## config.mk

```make
export PLATFORM = sky130hd
export DESIGN_NAME = ari_readout
export DESIGN_NICKNAME = d
export VERILOG_FILES = /design/src/ari_pkg.sv /design/src/ari_fifo.sv /design/src/ari_readout.sv
export VERILOG_INCLUDE_DIRS = /design/src
export SDC_FILE = /design/constraint.sdc
export NUM_CORES = 2
export LEC_CHECK = 0
export BUFFER_PORTS_ARGS = -buffer_cell sky130_fd_sc_hd__buf_4
export CORE_ASPECT_RATIO = 1.2
export CORE_MARGIN = 5
export CORE_UTILIZATION = 50
export DETAILED_ROUTE_END_ITERATION = 12
export HOLD_SLACK_MARGIN = 0.1
export PLACE_DENSITY = 0.65
export SETUP_SLACK_MARGIN = 0.05
export SYNTH_ARGS = -nofsm -noshare
export SYNTH_HDL_FRONTEND = slang
export SYNTH_SLANG_ARGS = --single-unit
```

## constraint.sdc

```tcl
create_clock -name sys_clk_in -period 21 [get_ports sys_clk_in]
set_clock_uncertainty 0.15 [all_clocks]
set_input_delay 3.15 -clock sys_clk_in [delete_from_list [all_inputs] [get_ports sys_clk_in]]
set_output_delay 3.15 -clock sys_clk_in [all_outputs]
set_load 0.1 [all_outputs]
```

## src/ari_map.svh

```systemverilog
// Constants for the converter result readout block: channel counts,
// result widths, conversion timing and synchroniser reset pattern.
// Assumes it is included by bare name from the readout module.
`ifndef ARI_MAP_SVH
`define ARI_MAP_SVH

`define ARI_NUM_CH        8
`define ARI_RES_W         18
`define ARI_PAD_W         6
`define ARI_BYTES_PER_CH  3
`define ARI_BYTE_STROBES  24
`define ARI_OSR_MAX_LOG2  6
`define ARI_FIFO_DEPTH    32
`define ARI_CLK_MHZ       50
`define ARI_CONV_BASE_NS  2000
`define ARI_CONV_BASE_CYC ((`ARI_CONV_BASE_NS*`ARI_CLK_MHZ+999)/1000)
`define ARI_SYNC_RST      11'h007

`endif

```

## src/ari_pkg.sv

```systemverilog
// Types shared by the readout block: readout modes and converter states.
// Assumes ari_map.svh sits in the same folder.
package ari_pkg;
  typedef enum logic [1:0] {
    ARI_MODE_WORD   = 2'b00,
    ARI_MODE_BYTE   = 2'b01,
    ARI_MODE_SERIAL = 2'b10
  } ari_mode_t;

  typedef enum logic [1:0] {
    ARI_ST_IDLE = 2'b00,
    ARI_ST_CONV = 2'b01,
    ARI_ST_LOAD = 2'b10
  } ari_state_t;
endpackage : ari_pkg

```

## src/ari_fifo.sv

```systemverilog
// Sample FIFO between the converter core and the averaging filter.
// Assumes a single clock and a power-of-two depth.
`timescale 1ns/1ps
module ari_fifo #(
  parameter int WIDTH = 18,
  parameter int DEPTH = 32
) (
  // Clock and reset
  input  wire logic             clk_in,
  input  wire logic             reset_in,
  // Filling side
  input  wire logic [WIDTH-1:0] in_data_in,
  input  wire logic             in_valid_in,
  output logic                  in_ready_out,
  // Draining side
  output logic      [WIDTH-1:0] out_data_out,
  output logic                  out_valid_out,
  input  wire logic             out_ready_in
);
  localparam int AW = $clog2(DEPTH);

  logic [WIDTH-1:0] mem_r [DEPTH];
  logic [AW-1:0]    wp_r;
  logic [AW-1:0]    rp_r;
  logic [AW:0]      cnt_r;
  logic [AW:0]      cnt_nxt;
  logic             push_w;
  logic             pop_w;

  assign push_w        = in_valid_in && in_ready_out;
  assign pop_w         = out_ready_in && out_valid_out;
  assign out_valid_out = cnt_r != '0;
  assign out_data_out  = mem_r[rp_r];
  assign cnt_nxt       = cnt_r + (AW+1)'(push_w) - (AW+1)'(pop_w);

  always_ff @(posedge clk_in or posedge reset_in) begin
    if (reset_in) begin
      cnt_r        <= '0;
      in_ready_out <= 1'b1;
    end else begin
      cnt_r        <= cnt_nxt;
      // Ready is registered from the next count, so it falls in the same cycle the count reaches full.
      in_ready_out <= cnt_nxt != (AW+1)'(DEPTH);
    end
  end

  always_ff @(posedge clk_in or posedge reset_in) begin
    if (reset_in) begin
      wp_r <= '0;
      rp_r <= '0;
    end else begin
      if (push_w) begin
        wp_r <= wp_r + AW'(1);
      end
      if (pop_w) begin
        rp_r <= rp_r + AW'(1);
      end
    end
  end

  always_ff @(posedge clk_in) begin
    if (push_w) begin
      mem_r[wp_r] <= in_data_in;
    end
  end
endmodule : ari_fifo

```

## src/ari_readout.sv

```systemverilog
// Result readout of an eight-channel simultaneous-sampling converter:
// conversion sequencing, averaging filter, byte and serial readout.
// Assumes the host pins are asynchronous and that converter samples
// arrive on the system clock in channel order through the FIFO.
//
// Overview of operation
// - Select high, byte select high: byte mode.
// - Each result leaves as three bytes.
// - Byte order input picks MSB-first or LSB-first.
// - Select fall enables bus; strobe fall advances.
// - Channels in sequence, twenty-four strobes total.
// - Byte mode flag: high first strobe, low fourth.
// - Results padded with low zeros to 24 bits.
// - Select high, byte select low: serial mode.
// - Select high: serial lines, flag off, clock ignored.
// - MSB at select fall, 18 clocks per channel.
// - Line A channels 1-8, line B 5-8 then 1-4.
// - Serial flag high for channel one, 18 clocks.
// - Flag also marks channel five on line B.
// - Reads during busy return the previous results.
// - Results load at the same edge busy falls.
// - Oversampling pins latched at busy falling edge.
// - Busy lasts longer as oversampling grows.
// - Oversampled results pass an averaging filter.
// - Convert after both start edges; busy held high.
// - Select low: full-word mode, byte pin ignored.
`timescale 1ns/1ps
`include "ari_map.svh"
module ari_readout #(
  parameter int FIFO_DEPTH    = `ARI_FIFO_DEPTH,
  parameter int CONV_BASE_CYC = `ARI_CONV_BASE_CYC
) (
  // Clock and reset
  input  wire logic        sys_clk_in,
  input  wire logic        reset_in,
  // Converter core samples
  input  wire logic [17:0] conv_data_in,
  input  wire logic        conv_valid_in,
  output logic             conv_ready_out,
  // Conversion control pins
  input  wire logic        conv_start_group_a_in,
  input  wire logic        conv_start_group_b_in,
  input  wire logic [2:0]  oversample_ratio_pins_in,
  output logic             busy_out,
  // Mode pins
  input  wire logic        interface_type_select_in,
  input  wire logic        byte_or_serial_select_in,
  input  wire logic        byte_order_control_in,
  output logic             word_mode_out,
  // Host strobes
  input  wire logic        cs_n_in,
  input  wire logic        rd_n_in,
  input  wire logic        sclk_in,
  // Byte bus
  output logic [7:0]       byte_bus_out,
  output logic             byte_bus_oe_out,
  // Serial lines
  output logic             serial_out_line_a_out,
  output logic             serial_out_line_b_out,
  output logic             serial_oe_out,
  // First-channel flag
  output logic             first_channel_flag_out,
  output logic             first_channel_flag_oe_out
);

  function automatic ari_pkg::ari_mode_t ari_decode(input logic it,
                                                    input logic bs);
    if (!it) begin
      return ari_pkg::ARI_MODE_WORD;
    end else if (bs) begin
      return ari_pkg::ARI_MODE_BYTE;
    end else begin
      return ari_pkg::ARI_MODE_SERIAL;
    end
  endfunction : ari_decode

  function automatic logic [7:0] ari_pick_byte(input logic [17:0] r,
                                               input logic [1:0]  k,
                                               input logic        msb1st);
    logic [23:0] w;
    logic [1:0]  s;
    w = {r, {`ARI_PAD_W{1'b0}}};
    s = msb1st ? k : 2'h2 - k;
    case (s)
      2'h0:    return w[23:16];
      2'h1:    return w[15:8];
      default: return w[7:0];
    endcase
  endfunction : ari_pick_byte

  function automatic logic ari_bit(input logic [17:0] r,
                                   input logic [4:0]  idx);
    return r[5'd17 - idx];
  endfunction : ari_bit

  // Pin synchronisers: three stages, a level counts once stages two and
  // three agree, which filters single-sample glitches on host strobes.
  localparam int SW = 11;
  logic [SW-1:0] pins_w;
  logic [SW-1:0] s1_r;
  logic [SW-1:0] s2_r;
  logic [SW-1:0] s3_r;
  logic [SW-1:0] f_r;
  logic [SW-1:0] fp_r;

  assign pins_w = {oversample_ratio_pins_in, byte_order_control_in,
                   byte_or_serial_select_in, interface_type_select_in,
                   conv_start_group_b_in, conv_start_group_a_in,
                   sclk_in, rd_n_in, cs_n_in};

  always_ff @(posedge sys_clk_in or posedge reset_in) begin
    if (reset_in) begin
      s1_r <= `ARI_SYNC_RST;
      s2_r <= `ARI_SYNC_RST;
      s3_r <= `ARI_SYNC_RST;
      f_r  <= `ARI_SYNC_RST;
      fp_r <= `ARI_SYNC_RST;
    end else begin
      s1_r <= pins_w;
      s2_r <= s1_r;
      s3_r <= s2_r;
      f_r  <= (s2_r & s3_r) | (f_r & (s2_r | s3_r));
      fp_r <= f_r;
    end
  end

  logic       cs_f;
  logic       cs_fall;
  logic       cs_rise;
  logic       rd_fall;
  logic       sclk_fall;
  logic       ca_rise;
  logic       cb_rise;
  logic       it_f;
  logic       bs_f;
  logic       bo_f;
  logic [2:0] os_f;

  assign cs_f      = f_r[0];
  assign cs_fall   = fp_r[0] & ~f_r[0];
  assign cs_rise   = ~fp_r[0] & f_r[0];
  assign rd_fall   = fp_r[1] & ~f_r[1] & ~cs_f;
  assign sclk_fall = fp_r[2] & ~f_r[2] & ~cs_f;
  assign ca_rise   = ~fp_r[3] & f_r[3];
  assign cb_rise   = ~fp_r[4] & f_r[4];
  assign it_f      = f_r[5];
  assign bs_f      = f_r[6];
  assign bo_f      = f_r[7];
  assign os_f      = f_r[10:8];

  // Conversion sequencing and averaging filter.
  ari_pkg::ari_state_t st_r;
  logic                a_seen_r;
  logic                b_seen_r;
  logic                busy_r;
  logic [2:0]          osr_r;
  logic [15:0]         timer_r;
  logic [9:0]          samp_r;
  logic signed [23:0]  acc_r [`ARI_NUM_CH];
  logic [17:0]         res_r [`ARI_NUM_CH];
  logic [17:0]         fifo_data_w;
  logic                fifo_valid_w;
  logic                fifo_ready_w;
  logic                take_w;
  logic                go_w;
  logic [15:0]         conv_cyc_w;
  logic [9:0]          samp_tot_w;
  logic                timer_done_w;
  logic                samp_done_w;

  assign conv_cyc_w   = 16'(CONV_BASE_CYC << osr_r);
  assign samp_tot_w   = 10'(`ARI_NUM_CH << osr_r);
  assign timer_done_w = timer_r == conv_cyc_w - 16'h0001;
  assign samp_done_w  = samp_r == samp_tot_w;
  assign fifo_ready_w = (st_r == ari_pkg::ARI_ST_CONV) && !samp_done_w;
  assign take_w       = fifo_ready_w && fifo_valid_w;
  assign go_w = (st_r == ari_pkg::ARI_ST_IDLE) &&
                (a_seen_r || ca_rise) && (b_seen_r || cb_rise);

  ari_fifo #(
    .WIDTH (`ARI_RES_W),
    .DEPTH (FIFO_DEPTH)
  ) u_fifo (
    .clk_in        (sys_clk_in),
    .reset_in      (reset_in),
    .in_data_in    (conv_data_in),
    .in_valid_in   (conv_valid_in),
    .in_ready_out  (conv_ready_out),
    .out_data_out  (fifo_data_w),
    .out_valid_out (fifo_valid_w),
    .out_ready_in  (fifo_ready_w)
  );

  always_ff @(posedge sys_clk_in or posedge reset_in) begin
    if (reset_in) begin
      st_r   <= ari_pkg::ARI_ST_IDLE;
      busy_r <= 1'b0;
    end else begin
      case (st_r)
        ari_pkg::ARI_ST_IDLE: begin
          if (go_w) begin
            st_r   <= ari_pkg::ARI_ST_CONV;
            busy_r <= 1'b1;
          end
        end
        ari_pkg::ARI_ST_CONV: begin
          // Busy covers both the timed conversion and the sample intake,
          // so it stretches with the ratio and with a starved FIFO.
          if (timer_done_w && samp_done_w) begin
            st_r <= ari_pkg::ARI_ST_LOAD;
          end
        end
        ari_pkg::ARI_ST_LOAD: begin
          st_r   <= ari_pkg::ARI_ST_IDLE;
          busy_r <= 1'b0;
        end
        default: begin
          st_r   <= ari_pkg::ARI_ST_IDLE;
          busy_r <= 1'b0;
        end
      endcase
    end
  end

  always_ff @(posedge sys_clk_in or posedge reset_in) begin
    if (reset_in) begin
      a_seen_r <= 1'b0;
      b_seen_r <= 1'b0;
    end else if (go_w) begin
      a_seen_r <= 1'b0;
      b_seen_r <= 1'b0;
    end else if (st_r == ari_pkg::ARI_ST_IDLE) begin
      a_seen_r <= a_seen_r | ca_rise;
      b_seen_r <= b_seen_r | cb_rise;
    end
  end

  always_ff @(posedge sys_clk_in or posedge reset_in) begin
    if (reset_in) begin
      timer_r <= 16'h0000;
      samp_r  <= 10'h000;
    end else if (go_w) begin
      timer_r <= 16'h0000;
      samp_r  <= 10'h000;
    end else if (st_r == ari_pkg::ARI_ST_CONV) begin
      if (!timer_done_w) begin
        timer_r <= timer_r + 16'h0001;
      end
      if (take_w) begin
        samp_r <= samp_r + 10'h001;
      end
    end
  end

  always_ff @(posedge sys_clk_in or posedge reset_in) begin
    if (reset_in) begin
      for (int i = 0; i < `ARI_NUM_CH; i++) begin
        acc_r[i] <= 24'sh000000;
      end
    end else if (go_w) begin
      for (int i = 0; i < `ARI_NUM_CH; i++) begin
        acc_r[i] <= 24'sh000000;
      end
    end else if (take_w) begin
      acc_r[samp_r[2:0]] <= acc_r[samp_r[2:0]] +
                            24'(signed'(fifo_data_w));
    end
  end

  // Results change only in the load cycle, so any read while busy is
  // high sees the previous sample set.
  always_ff @(posedge sys_clk_in or posedge reset_in) begin
    if (reset_in) begin
      for (int i = 0; i < `ARI_NUM_CH; i++) begin
        res_r[i] <= 18'h00000;
      end
    end else if (st_r == ari_pkg::ARI_ST_LOAD) begin
      for (int i = 0; i < `ARI_NUM_CH; i++) begin
        res_r[i] <= 18'(acc_r[i] >>> osr_r);
      end
    end
  end

  always_ff @(posedge sys_clk_in or posedge reset_in) begin
    if (reset_in) begin
      osr_r <= 3'h0;
    end else if (st_r == ari_pkg::ARI_ST_LOAD) begin
      // The reserved pin code seven falls back to no oversampling.
      osr_r <= (os_f == 3'h7) ? 3'h0 : os_f;
    end
  end

  assign busy_out = busy_r;

  // Readout frame configuration, caught at select fall from levels that
  // were stable while select was high.
  ari_pkg::ari_mode_t mode_r;
  ari_pkg::ari_mode_t frame_mode_w;
  logic               order_r;
  logic               word_mode_r;

  assign frame_mode_w = cs_fall ? ari_decode(it_f, bs_f) : mode_r;

  always_ff @(posedge sys_clk_in or posedge reset_in) begin
    if (reset_in) begin
      mode_r      <= ari_pkg::ARI_MODE_WORD;
      order_r     <= 1'b1;
      word_mode_r <= 1'b0;
    end else begin
      word_mode_r <= !it_f;
      if (cs_fall) begin
        mode_r  <= ari_decode(it_f, bs_f);
        order_r <= bo_f;
      end
    end
  end

  assign word_mode_out = word_mode_r;

  // Byte-wide readout.
  logic [7:0] byte_r;
  logic       byte_oe_r;
  logic [1:0] bk_r;
  logic [2:0] bch_r;
  logic       byte_rd_w;

  assign byte_rd_w = rd_fall && (mode_r == ari_pkg::ARI_MODE_BYTE);

  always_ff @(posedge sys_clk_in or posedge reset_in) begin
    if (reset_in) begin
      byte_r    <= 8'h00;
      byte_oe_r <= 1'b0;
      bk_r      <= 2'h0;
      bch_r     <= 3'h0;
    end else if (cs_rise) begin
      byte_oe_r <= 1'b0;
    end else if (cs_fall && frame_mode_w == ari_pkg::ARI_MODE_BYTE) begin
      byte_oe_r <= 1'b1;
      bk_r      <= 2'h0;
      bch_r     <= 3'h0;
    end else if (byte_rd_w) begin
      byte_r <= ari_pick_byte(res_r[bch_r], bk_r,
                              order_r);
      if (bk_r == 2'h2) begin
        bk_r  <= 2'h0;
        bch_r <= bch_r + 3'h1;
      end else begin
        bk_r <= bk_r + 2'h1;
      end
    end
  end

  assign byte_bus_out    = byte_r;
  assign byte_bus_oe_out = byte_oe_r;

  // Serial readout; the channel pointer survives select pulses so the
  // host may frame each channel on its own.
  logic       sda_r;
  logic       sdb_r;
  logic       ser_oe_r;
  logic [4:0] sbit_r;
  logic [2:0] sch_r;
  logic [2:0] sch_nxt;
  logic       ser_clk_w;

  assign sch_nxt   = sch_r + 3'h1;
  assign ser_clk_w = sclk_fall && (mode_r == ari_pkg::ARI_MODE_SERIAL);

  always_ff @(posedge sys_clk_in or posedge reset_in) begin
    if (reset_in) begin
      sda_r    <= 1'b0;
      sdb_r    <= 1'b0;
      ser_oe_r <= 1'b0;
      sbit_r   <= 5'h00;
      sch_r    <= 3'h0;
    end else if (cs_rise) begin
      ser_oe_r <= 1'b0;
      if (st_r == ari_pkg::ARI_ST_LOAD) begin
        sch_r  <= 3'h0;
        sbit_r <= 5'h00;
      end
    end else if (st_r == ari_pkg::ARI_ST_LOAD) begin
      sch_r  <= 3'h0;
      sbit_r <= 5'h00;
    end else if (cs_fall &&
                 frame_mode_w == ari_pkg::ARI_MODE_SERIAL) begin
      ser_oe_r <= 1'b1;
      sbit_r   <= 5'h00;
      sda_r    <= ari_bit(res_r[sch_r], 5'h00);
      sdb_r    <= ari_bit(res_r[sch_r ^ 3'h4], 5'h00);
    end else if (ser_clk_w) begin
      if (sbit_r == 5'd17) begin
        sbit_r <= 5'h00;
        sch_r  <= sch_nxt;
        sda_r  <= ari_bit(res_r[sch_nxt], 5'h00);
        sdb_r  <= ari_bit(res_r[sch_nxt ^ 3'h4], 5'h00);
      end else begin
        sbit_r <= sbit_r + 5'h01;
        sda_r  <= ari_bit(res_r[sch_r], sbit_r + 5'h01);
        sdb_r  <= ari_bit(res_r[sch_r ^ 3'h4], sbit_r + 5'h01);
      end
    end
  end

  assign serial_out_line_a_out = sda_r;
  assign serial_out_line_b_out = sdb_r;
  assign serial_oe_out         = ser_oe_r;

  // First-channel flag, shared by both modes.
  logic flag_r;
  logic flag_oe_r;

  always_ff @(posedge sys_clk_in or posedge reset_in) begin
    if (reset_in) begin
      flag_r    <= 1'b0;
      flag_oe_r <= 1'b0;
    end else if (cs_rise) begin
      flag_r    <= 1'b0;
      flag_oe_r <= 1'b0;
    end else if (cs_fall && frame_mode_w != ari_pkg::ARI_MODE_WORD) begin
      flag_oe_r <= 1'b1;
      flag_r    <= (frame_mode_w == ari_pkg::ARI_MODE_SERIAL) &&
                   (sch_r == 3'h0);
    end else if (byte_rd_w) begin
      flag_r <= bch_r == 3'h0;
    end else if (ser_clk_w && sbit_r == 5'd17) begin
      flag_r <= sch_nxt == 3'h0;
    end
  end

  assign first_channel_flag_out    = flag_r;
  assign first_channel_flag_oe_out = flag_oe_r;
endmodule : ari_readout

```

==> summary.md <==
| Metric | Value |
|---|---|
| Synth-to-layout area growth | `10.6%` |
| P_leak | `20.1 nW` |
| Synth cell types | `73` |
| Remaining DRCs | `0` |
| Die X | `300 µm` |
| Post-synth EDFFs | `576` |
| CP Capture Type | `flip-flop` |
| Antenna Cells | `0` |
| DP Area | `0.0521 mm²` |
| Period utilisation layout | `0.304` |
| Maximum fanout along the worst path | `between 100 and 150` |
| Slew HR | `0.179` |
| Setup crit start kind | `flip-flop` |
| Vias in the first global route | `32674` |
| Syn_nets | `3936` |
| Worst path arrival time | `6.77 ns` |
| Worst skew pair latency | `around 0.70 ns` |
| Vias/cell | `6.35` |
| Final Max Tran Viols | `0` |
| Worst EP required | `21.39 ns` |
| Cts hold-fix bufs | `0` |
| Rows | `about 130` |
| Initial antenna violation count | `1` |
| Yosys Warn Count | `0` |
| GRT overflow | `0` |
| Top FF cell, synth | `edfxtp_1` |
| Largest net degree at the start of global routing | `179` |
| Most common library cell in the layout ignoring fill and taps | `edfxtp_1` |
| NumNets Final | `~3900` |
| Die Ht | `358 µm` |
| Most frequent cells in the layout | `edfxtp_1 (576), dfrtp_1 (440), nand2_1 (350)` |
| Initial core utilization | `0.504` |
| CTS H-tree depth | `3` |
| HPWL after detailed placement | `87600 µm` |
| Avg Inst Size Synth | `approximately 13 µm²` |
| Top Ports | `49` |
| Area occupied by multi-input gates | `0.0203 mm²` |
| Endpoints failing hold | `0` |
| Final wirelength | `around 140000 µm` |
| Pre-antenna DRT Iters | `5` |
| CTS tree | `built` |
| Final setup violation count | `0` |
| Max Buffers Root-to-Sink | `3` |
| Max Cap Viol | `0` |
| First-pass GRT wire length | `205000 µm` |
| Design Area, Final | `0.0558 mm²` |
| Layout cell share with drive strength beyond 1 | `0.192` |
| Asr flop ratio synth | `0.448` |
| Iteration-0 DRC Markers | `~3300` |
| Synth Cell Area | `between 0.05 and 0.06 mm²` |
| # clock sinks | `1043` |
| Core ar. | `0.100 mm²` |
| Setup tns final | `0 ns` |
| Vias | `32757` |
| DRT antenna net count | `0` |
| Post-synthesis cell count | `between 3000 and 4000` |
| PwrDens | `148 mW/mm²` |
| Worst-Margin Slew | `1.23 ns` |
| Routability cong. | `0.865` |
| Outcome | `finished, final reports clean` |
| Seq/Total Area, Yosys | `0.575` |
| Slowest-stage cell, CP | `buf_4` |
| Resize count post-CTS | `0` |
| Fill count | `between 8000 and 9000` |
| Inserted Clock Buffers | `106` |
| Fin crit period | `between 6 and 7 ns` |
| Peak VDD IR | `131 µV` |
| Post-CTS setup buffer count | `0` |
| Max Fclk | `157 MHz` |
| Crit Path Category | `reg -> reg` |
| Die area | `0.107 mm²` |
| PortBufs | `48` |
| CTS root buf | `clkbuf_16` |
| WL per Instance | `26.2 µm` |
| CP peak stage delay | `0.78 ns` |
| Worst-path clk slew | `0.06 ns` |
| Critical-path cell list | `buf_12 -> buf_4 -> mux4_2 -> mux4_2 -> mux2_2 -> ha_1 -> a21o_1 -> a21oi_1 -> a21oi_1 -> o21ai_1 -> a211oi_1 -> a311o_1 -> xnor2_1 -> o21ai_0` |
| Min Hold Slack | `0.196 ns` |
| Total track usage | `0.250` |
| Hold Path Class | `reg -> reg` |
| Sequential cell area | `0.0290 mm²` |
| RSZ-0062 raised after global routing | `false` |
| Synth Register Bits | `1043` |
## logic make-up (layout without fill, tap and decap cells)
logic type,count (synthesis),in the layout,share of synthesized area
buffers and inverters,340,364,0.0264
muxes,535,535,0.184
AOI/OAI and AO/OA,807,807,0.0963
adders and majority gates,70,70,0.0171
DFF,1043,1043,0.575
and+or+nand+nor,984,984,0.0901
xor gates and xnor gates,66,66,0.0117
## final cells by class
cell class | instances | area share
clock inverter | 69 | 0.0160
multi-input combinational | 2462 | 0.364
tap | 1290 | 0.0289
sequential | 1043 | 0.520
timing repair buffer | 122 | 0.0171
clock buffer | 130 | 0.0513
inverter | 43 | 0.00305
## report_power, final
group	total, mW	switching [mW]	leakage [nW]	internal (mW)
combinational	3.34	2.10	7.06	1.24
sequential	2.91	0.424	11.2	2.48
clock	2.02	0.806	1.85	1.22
## Yosys cell counts (all sizes together), types with 36 or more instances
cell / n / area (µm²)
dfrtp: 450 / 11300
a31oi: 67 / 419
mux2i: 176 / 1760
ha: 57 / 713
clkbuf: 194 / 728
a22oi: 102 / 766
a21oi: 116 / 581
xnor2: 40 / 350
edfxtp: 576 / 17300
nand4: 36 / 225
a211oi: 49 / 368
nor2: 182 / 686
o21ai: 359 / 1800
nand2: 351 / 1320
mux2: 51 / 574
nand3: 234 / 1170
mux4: 308 / 6940
buf: 103 / 444
inv: 43 / 161
nor2b: 51 / 319
## worst max-delay path, delay by kind of cell (launching register included)
| family | cells | cell delay (ns) |
|---|---|---|
| xor+xnor | 1 | 0.52 |
| flops | 1 | 0.41 |
| buf+inv | 2 | 1.32 |
| compound gates | 7 | 1.83 |
| mux | 3 | 1.39 |
| fa+ha+maj | 1 | 0.35 |
## flip-flops by register name (all words and copies together) (netlist names), 6 cells and up
name	count
byte_bus_out	8
res_r	144
u_fifo.mem_r	576
f_r	11
s2_r	11
acc_r	192
u_fifo.cnt_r	6
s1_r	11
s3_r	11
timer_r	16
samp_r	10
## path summary, 6_finish.rpt
kind,startpoint,slack [ns],endpoint,depth (start not counted)
max in group asynchronous,reset_in,16.07,res_r[18],4
worst max-delay path,u_fifo.rp_r[0],14.62,acc_r[118],14
worst min-delay path,s1_r[9],0.20,s2_r[9],0
min in group asynchronous,reset_in,2.43,s2_r[7],2
worst max register to register,u_fifo.rp_r[0],14.62,acc_r[118],14
worst min register to register,s1_r[9],0.20,s2_r[9],0
## through the flow
stage | total power [mW] | setup WS [ns] | instances | utilization
floorplan | 5.10 | 4.70 | 3845 | -
detailed placement | 6.25 | 14.62 | 4960 | 0.520
global placement | 6.20 | 14.65 | 4960 | 0.520
finish | 8.27 | 14.62 | 5159 | 0.558
CTS | 8.28 | 14.59 | 5159 | 0.558
global route | 8.70 | 14.17 | 5159 | 0.558
## metal layers
metal / part of all wire / vias to the layer above / global-route usage
met5: 0 / - / 0
met4: 0.036 / 0 / 0.0904
met3: 0.061 / 295 / 0.0307
met2: 0.51 / 1220 / 0.431
met1: 0.40 / 16601 / 0.329
li1: - / 14641 / -
(Power assumes the default switching activity.)
